## src/startup_pkg.sv

```systemverilog
package startup_pkg;
  // Ratio strap patterns
  localparam logic [1:0] RATIO_SEL_8   = 2'h0;
  localparam logic [1:0] RATIO_SEL_32  = 2'h1;
  localparam logic [1:0] RATIO_SEL_16  = 2'h2;
  localparam logic [1:0] RATIO_SEL_RSV = 2'h3;
  // Multiplier codes produced for each strap pattern
  localparam logic [7:0] MULT_8  = 8'h08;
  localparam logic [7:0] MULT_16 = 8'h10;
  localparam logic [7:0] MULT_32 = 8'h20;
  localparam logic [7:0] DIV_RESET = 8'h01;
  // Lock wait in reference clock cycles
  localparam int unsigned LOCK_WAIT_CYCLES = 4096;
  localparam int unsigned LOCK_CNT_W       = 13;
  // Running-reset control bit position
  localparam int unsigned RUNRST_EN_BIT = 0;
  localparam logic [31:0] RESET_VECTOR_DEFAULT = 32'h0009_0000;
  localparam int unsigned BOOT_MODE_W = 3;
endpackage

```

## src/lock_timer.sv

```systemverilog
`timescale 1ns/1ps
module lock_timer #(
  parameter int unsigned WAIT_CYCLES = startup_pkg::LOCK_WAIT_CYCLES
) (
  input  wire logic clock,
  input  wire logic rst,
  input  wire logic hold,
  output logic      done
);
  import startup_pkg::*;

  logic [LOCK_CNT_W-1:0] cnt_q;
  logic [LOCK_CNT_W-1:0] cnt_d;
  logic                  done_q;
  logic                  done_d;

  always_comb begin
    cnt_d  = cnt_q;
    done_d = done_q;
    if (hold) begin
      cnt_d  = '0;
      done_d = 1'b0;
    end else if (!done_q) begin
      if (cnt_q == LOCK_CNT_W'(WAIT_CYCLES - 1)) begin
        done_d = 1'b1;
      end
      cnt_d = cnt_q + 1'b1;
    end
  end

  always_ff @(posedge clock or posedge rst) begin
    if (rst) begin
      cnt_q  <= '0;
      done_q <= 1'b0;
    end else begin
      cnt_q  <= cnt_d;
      done_q <= done_d;
    end
  end

  assign done = done_q;
endmodule

```

## src/startup_clock_reset_control.sv

```systemverilog
`timescale 1ns/1ps
// How it works
// - Ratio straps pick 8, 32 or 16 times
// - Software reloads multiplier and divider after reset
// - Hold core 4098 reference cycles after release (4096-cycle lock wait plus 2)
// - Then fetch starts at the reset vector
// - Dual pin acts as reset output by default
// - Control bit 0 turns pin into reset input
module startup_clock_reset_control #(
  parameter int unsigned         LOCK_WAIT    = startup_pkg::LOCK_WAIT_CYCLES,
  parameter logic [31:0]         RESET_VECTOR = startup_pkg::RESET_VECTOR_DEFAULT
) (
  input  wire logic                               clock,
  input  wire logic                               rst,
  input  wire logic                               reset_in_n,
  input  wire logic                               soft_reset,
  input  wire logic [1:0]                         ratio_sel,
  input  wire logic [startup_pkg::BOOT_MODE_W-1:0] boot_mode_sel,
  input  wire logic                               pll_wr,
  input  wire logic [7:0]                         pll_mult_wdata,
  input  wire logic [7:0]                         pll_div_wdata,
  input  wire logic                               runrst_wr,
  input  wire logic                               runrst_wdata,
  input  wire logic                               reset_pin_i,
  output logic                                    reset_pin_o,
  output logic                                    reset_pin_oe,
  output logic [7:0]                              pll_mult,
  output logic [7:0]                              pll_div,
  output logic                                    ratio_reserved,
  output logic [startup_pkg::BOOT_MODE_W-1:0]     boot_mode,
  output logic                                    core_run,
  output logic                                    fetch_start,
  output logic [31:0]                             fetch_addr,
  output logic                                    running_reset_en,
  output logic                                    running_reset_req
);
  import startup_pkg::*;

  typedef enum logic [1:0] {ST_RESET, ST_LOCK, ST_RUN} state_t;

  function automatic logic [7:0] ratio_mult(input logic [1:0] sel);
    case (sel)
      RATIO_SEL_8:  ratio_mult = MULT_8;
      RATIO_SEL_32: ratio_mult = MULT_32;
      RATIO_SEL_16: ratio_mult = MULT_16;
      default:      ratio_mult = MULT_8;
    endcase
  endfunction

  function automatic logic ratio_is_reserved(input logic [1:0] sel);
    ratio_is_reserved = (sel == RATIO_SEL_RSV);
  endfunction

  ////////////////////////////////////////////////////////////////////////////
  // Sequencer state
  state_t                 state_q;
  state_t                 state_d;
  logic                   fetch_q;
  logic                   fetch_d;
  logic                   pin_q;
  logic                   pin_d;
  logic [31:0]            addr_q;
  logic [31:0]            addr_d;
  logic                   lock_done;
  logic                   any_reset;
  logic                   capture;
  logic                   sw_write_ok;
  // Clock settings, caught from the straps or written by software
  logic [7:0]             mult_q;
  logic [7:0]             mult_d;
  logic [7:0]             div_q;
  logic [7:0]             div_d;
  logic                   rsv_q;
  logic                   rsv_d;
  logic [BOOT_MODE_W-1:0] boot_q;
  logic [BOOT_MODE_W-1:0] boot_d;
  // Pin mode
  logic                   runrst_q;
  logic                   runrst_d;
  logic                   rrq_q;
  logic                   rrq_d;

  // A running reset from the pin restarts the core but keeps the pin mode
  assign any_reset   = !reset_in_n || soft_reset || rrq_q;
  // Straps are caught on release, after they have settled
  assign capture     = (state_q == ST_RESET) && !any_reset;
  // Writes during reset or lock wait are dropped, not queued
  assign sw_write_ok = (state_q == ST_RUN) && !any_reset;

  ////////////////////////////////////////////////////////////////////////////
  // Lock wait timer
  lock_timer #(
    .WAIT_CYCLES (LOCK_WAIT)
  ) u_lock_timer (
    .clock (clock),
    .rst   (rst),
    .hold  (state_q != ST_LOCK),
    .done  (lock_done)
  );

  ////////////////////////////////////////////////////////////////////////////
  // Sequencer
  always_comb begin
    state_d = state_q;
    fetch_d = 1'b0;
    addr_d  = addr_q;
    case (state_q)
      ST_RESET: begin
        if (!any_reset) begin
          state_d = ST_LOCK;
        end
      end
      ST_LOCK: begin
        if (any_reset) begin
          state_d = ST_RESET;
        end else if (lock_done) begin
          state_d = ST_RUN;
          fetch_d = 1'b1;
        end
      end
      ST_RUN: begin
        if (any_reset) begin
          state_d = ST_RESET;
        end
      end
      default: state_d = ST_RESET;
    endcase
    // Pin low through reset and lock wait; registered so it cannot glitch
    pin_d = (state_d == ST_RUN);
    // Address is registered so it is settled when the strobe rises
    if (fetch_d) begin
      addr_d = RESET_VECTOR;
    end
  end

  always_ff @(posedge clock or posedge rst) begin
    if (rst) begin
      state_q <= ST_RESET;
      fetch_q <= 1'b0;
      pin_q   <= 1'b0;
      addr_q  <= '0;
    end else begin
      state_q <= state_d;
      fetch_q <= fetch_d;
      pin_q   <= pin_d;
      addr_q  <= addr_d;
    end
  end

  ////////////////////////////////////////////////////////////////////////////
  // Clock settings
  always_comb begin
    mult_d = mult_q;
    div_d  = div_q;
    rsv_d  = rsv_q;
    boot_d = boot_q;
    if (capture) begin
      mult_d = ratio_mult(ratio_sel);
      rsv_d  = ratio_is_reserved(ratio_sel);
      div_d  = DIV_RESET;
      boot_d = boot_mode_sel;
    end else if (sw_write_ok && pll_wr) begin
      mult_d = pll_mult_wdata;
      div_d  = pll_div_wdata;
    end
  end

  always_ff @(posedge clock or posedge rst) begin
    if (rst) begin
      mult_q <= MULT_8;
      div_q  <= DIV_RESET;
      rsv_q  <= 1'b0;
      boot_q <= '0;
    end else begin
      mult_q <= mult_d;
      div_q  <= div_d;
      rsv_q  <= rsv_d;
      boot_q <= boot_d;
    end
  end

  ////////////////////////////////////////////////////////////////////////////
  // Pin mode
  always_comb begin
    runrst_d = runrst_q;
    rrq_d    = runrst_q && !reset_pin_i;
    if (sw_write_ok && runrst_wr) begin
      runrst_d = runrst_wdata;
    end
    // Hardware reset puts the pin back to output mode
    if (!reset_in_n) begin
      runrst_d = 1'b0;
      rrq_d    = 1'b0;
    end
  end

  always_ff @(posedge clock or posedge rst) begin
    if (rst) begin
      runrst_q <= 1'b0;
      rrq_q    <= 1'b0;
    end else begin
      runrst_q <= runrst_d;
      rrq_q    <= rrq_d;
    end
  end

  ////////////////////////////////////////////////////////////////////////////
  // Outputs
  assign core_run          = (state_q == ST_RUN);
  assign fetch_start       = fetch_q;
  assign fetch_addr        = addr_q;
  assign pll_mult          = mult_q;
  assign pll_div           = div_q;
  assign ratio_reserved    = rsv_q;
  assign boot_mode         = boot_q;
  assign running_reset_en  = runrst_q;
  assign running_reset_req = rrq_q;
  // Pin drives low while core is held; released to input in running-reset mode
  assign reset_pin_oe      = !runrst_q;
  assign reset_pin_o       = pin_q;
endmodule

```

## config.mk

```make
export PLATFORM = sky130hd
export DESIGN_NAME = startup_clock_reset_control
export DESIGN_NICKNAME = d
export VERILOG_FILES = /design/src/startup_pkg.sv /design/src/lock_timer.sv /design/src/startup_clock_reset_control.sv
export SDC_FILE = /design/constraint.sdc
export NUM_CORES = 1
export LEC_CHECK = 0
export BUFFER_PORTS_ARGS = -buffer_cell sky130_fd_sc_hd__buf_2
export CAP_MARGIN = 20
export CORE_MARGIN = 2
export CORE_UTILIZATION = 48
export CTS_BUF_LIST = sky130_fd_sc_hd__clkbuf_4 sky130_fd_sc_hd__clkbuf_8 sky130_fd_sc_hd__clkbuf_16
export DETAILED_ROUTE_END_ITERATION = 6
export GPL_TIMING_DRIVEN = 0
export PLACE_DENSITY = 0.8
export SKIP_LAST_GASP = 1
export SYNTH_ARGS = -nofsm -noshare
export SYNTH_HDL_FRONTEND = slang
export SYNTH_SLANG_ARGS = --single-unit
```

## constraint.sdc

```tcl
create_clock -name clock -period 1.8 [get_ports clock]
set_input_delay 0.27 -clock clock [delete_from_list [all_inputs] [get_ports clock]]
set_output_delay 0.27 -clock clock [all_outputs]
set_load 0.01 [all_outputs]
```

==> summary.md <==
| Metric | Value |
|---|---|
| Result of the run | `finished clean` |
| Core footprint | `0.004086 mm^2` |
| Number of pins exceeding their max-slew limit in the final report | `0` |
| Number of detailed-route iterations in the first pass | `6` |
| Instance count of the mapped netlist | `189` |
| Utilization of the core after routing | `65.46%` |
| Post-detailed-placement half-perimeter wirelength | `2.798 mm` |
| # setup viols final | `0` |
| Endpoint type of the worst setup path | `flop` |
| Num Clock Sinks | `41` |
| Routed wirelength normalized by instance count | `11.59 um` |
| Final period utilization | `89.98%` |
| Part of the Yosys area used for sequential elements | `49.34%` |
| Fin cells | `332` |
| Clock transition time at the flip-flop clock pins of the worst setup and hold paths | `80 ps` |
| Number of hold violations in the final report | `0` |
| Start point of the critical path | `running_reset_req` |
| Number of clock buffers inserted by TritonCTS | `5` |
| Aggregate global routing overflow | `0` |
| I/O pins | `87` |
| Yosys warnings | `0` |
| Slew headroom | `44.85%` |
| Instance count along the most critical hold path | `2` |
| Worst r2r path cells | `4` |
| Layout cells sized above 1 | `40.43%` |
| Largest driver fanout on the critical path | `7` |
| Req. time, crit path | `1990 ps` |
| Clock tree from TritonCTS | `yes` |
| Most common cell after layout, fill and taps aside | `buf_2` |
| Global-route wire length before repair | `6.603 mm` |
| Number of global-route vias before repair | `1499` |
| Cell types with the largest area share after synthesis | `dfrtp_1, buf_4, a22o_1, dfstp_2, ha_1` |
| Post-synthesis to final-layout area growth | `28.33%` |
| Full die area | `0.004886 mm^2` |
| Master cell of the clock root buffer | `clkbuf_8` |
| Fill cell total of the finished layout | `332` |
| Worst R2R End | `ratio_reserved` |
| # port buffers | `56` |
| Routed via count divided by cell count | `4.771` |
| Worst min-delay path category | `in -> reg` |
| Peak Freq | `617.4 MHz` |
| Count of antenna diodes in the layout | `0` |
| Top library cells by usage in the layout, fill and taps aside | `buf_2, dfrtp_1, buf_4` |
| Total negative setup slack | `0 ps` |
| Initial antenna violation count | `0` |
| Global placer's final weighted congestion | `0.7281` |
| Max-capacitance violation count | `0` |
| Leakage dissipation | `1.415 nW` |
| Critical path capture point | `ratio_reserved` |
| Clk Latency, worst-skew pair | `300 ps` |
| Share of the synthesized area in the top cell type | `46.82%` |
| Clock skew after layout | `4.500 ps` |
| Number of design rule violations left after detail routing | `0` |
| Synthesis-stage register bit count | `41` |
| Count of nets after finishing | `314` |
| Cell area power density | `778.8 mW/mm^2` |
| Final critical delay including setup and external delays | `1620 ps` |
| Starting density of the core | `51.01%` |
| Critical R2R Launch | `running_reset_req` |
| Number of placed instances, taps included | `324` |
| Worst VDD drop | `539.6 uV` |
| Vias after detailed routing | `1584` |
| Antenna violation net count after detailed routing | `0` |
| Number of rows in the core area | `23` |
| Reg-to-reg setup timing slack | `180 ps` |
| Yosys cell types | `42` |
| Maximum buffer depth of the clock tree | `2` |
| H-tree levels | `2` |
| Overall track demand over capacity in global routing | `16.99%` |
| Mean area per synthesized cell | `11.03 um^2` |
| Data arrival time at the worst-slack endpoint | `1810 ps` |
| Netlist area before placement | `0.002084 mm^2` |
| Overall die width | `69.90 um` |
| Critical path class | `reg -> reg` |
| Setup repair after global routing missed its margin | `false` |
| Initial DRC Count | `95` |
| Aggregate routed wire length | `3.848 mm` |
| Cell taking the most area after synthesis | `dfrtp_1` |
| Vertical extent of the die | `69.90 um` |
| Maximum number of pins on one net before global-route repair | `42` |
| Startpoint type of the worst setup path | `flop` |
| Worst Max-Slew Pin Slew | `826.1 ps` |
## worst max-delay path, stage by stage, from the launching register on
cell and delay [ps]:
dfrtp_1 400, or3b_1 350, buf_2 180, nor3_4 210
mux2_2 360
## final cells by class
class / instances / area, um^2 / share of cell area (%)
tap: 50 / 62.56 / 2.339
inverter: 9 / 33.78 / 1.263
buffer: 40 / 282.8 / 10.57
clock buffer: 5 / 68.82 / 2.572
clock inverter: 3 / 65.06 / 2.432
multi-input combinational: 128 / 853.3 / 31.90
timing repair buffer: 56 / 280.3 / 10.48
sequential: 41 / 1028 / 38.45
## power by group
group | total (mW) | switching (mW) | internal (mW)
clock | 0.877 | 0.326 | 0.551
combinational | 0.240 | 0.122 | 0.117
sequential | 0.967 | 0.0154 | 0.952
total | 2.08 | 0.464 | 1.62
## state kept, by name (all words and copies together) (netlist names)
register and flops:
running_reset_req 1, u_lock_timer.done 1, pll_div 8, running_reset_en 1, boot_mode 3, ratio_reserved 1
state_q 2, pll_mult 8, reset_pin_o 1, fetch_addr 1, fetch_start 1, u_lock_timer.cnt_q 13
## through the flow
stage	instance area (um^2)	total power, mW	hold WS, ps	setup slack (ps)
2_1_floorplan	2193	1.148	335.1	243.9
3_3_place_gp	2536	1.219	423.1	69.60
3_5_place_dp	2536	1.223	436.6	105.3
4_1_cts	2670	2.101	117.0	95.40
5_1_grt	2675	2.170	126.1	43.85
6_report	2675	2.083	119.9	180.3
## worst min-delay path by stage
stage                start                 to  slack (ps)
2_1_floorplan  reset_pin_i  running_reset_req         340
3_3_place_gp   reset_pin_i  running_reset_req         420
3_5_place_dp   reset_pin_i  running_reset_req         440
4_1_cts        reset_pin_i  running_reset_req         120
5_1_grt        reset_pin_i  running_reset_req         130
6_report       reset_pin_i  running_reset_req         120
## cell families (layout without fill, tap and decap cells)
| family | after synthesis | in the layout | synth area share (%) |
|---|---|---|---|
| compound gates | 32 | 32 | 11.64 |
| xor+xnor | 4 | 4 | 1.681 |
| fa+ha+maj | 4 | 4 | 2.401 |
| buf+inv | 49 | 113 | 15.19 |
| flops | 41 | 41 | 49.34 |
| mux | 8 | 8 | 4.082 |
| other cells | 1 | 30 | 0.1799 |
| simple gates | 50 | 50 | 15.49 |
## metal layers
layer,part of all wire (%),GRT usage [%],vias to the layer above,routed length (um)
met1,42,21.55,731,1627
li1,-,-,784,-
met5,0,0,-,0
met2,49,27.09,63,1876
met3,7.7,5.483,6,296
met4,1.2,6.624,0,47
## Yosys cell counts
master / number
o31ai_1: 3
o21ai_0: 1
inv_1: 9
nand2_1: 5
nor2b_4: 1
nor2b_1: 2
a21oi_1: 7
nand3_1: 3
nand2b_1: 4
or3_1: 1
buf_2: 3
mux2i_1: 4
buf_6: 1
dfstp_2: 2
nand3b_1: 4
or4_1: 3
nand4_1: 3
and3_1: 2
o21a_1: 3
mux2_2: 4
nor3_4: 1
a221o_1: 3
a22o_1: 12
or2_2: 1
a31oi_1: 1
nor3_1: 3
nor2_1: 7
ha_1: 4
nor4_1: 3
nor4b_1: 3
buf_4: 32
or3b_1: 1
nor3b_2: 1
a211oi_1: 1
clkbuf_2: 1
dfrtp_1: 39
a31o_2: 1
conb_1: 1
clkbuf_1: 3
nand4b_1: 2
xor2_1: 3
xnor2_1: 1
## repair_timing
action	CTS	global route
endpoints found under the setup margin	0	10
buffers inserted	0	0
gates resized for setup	0	1
hold buffers	0	0
hold endpoints to repair	0	0
Power figures use the tool's default switching activity.
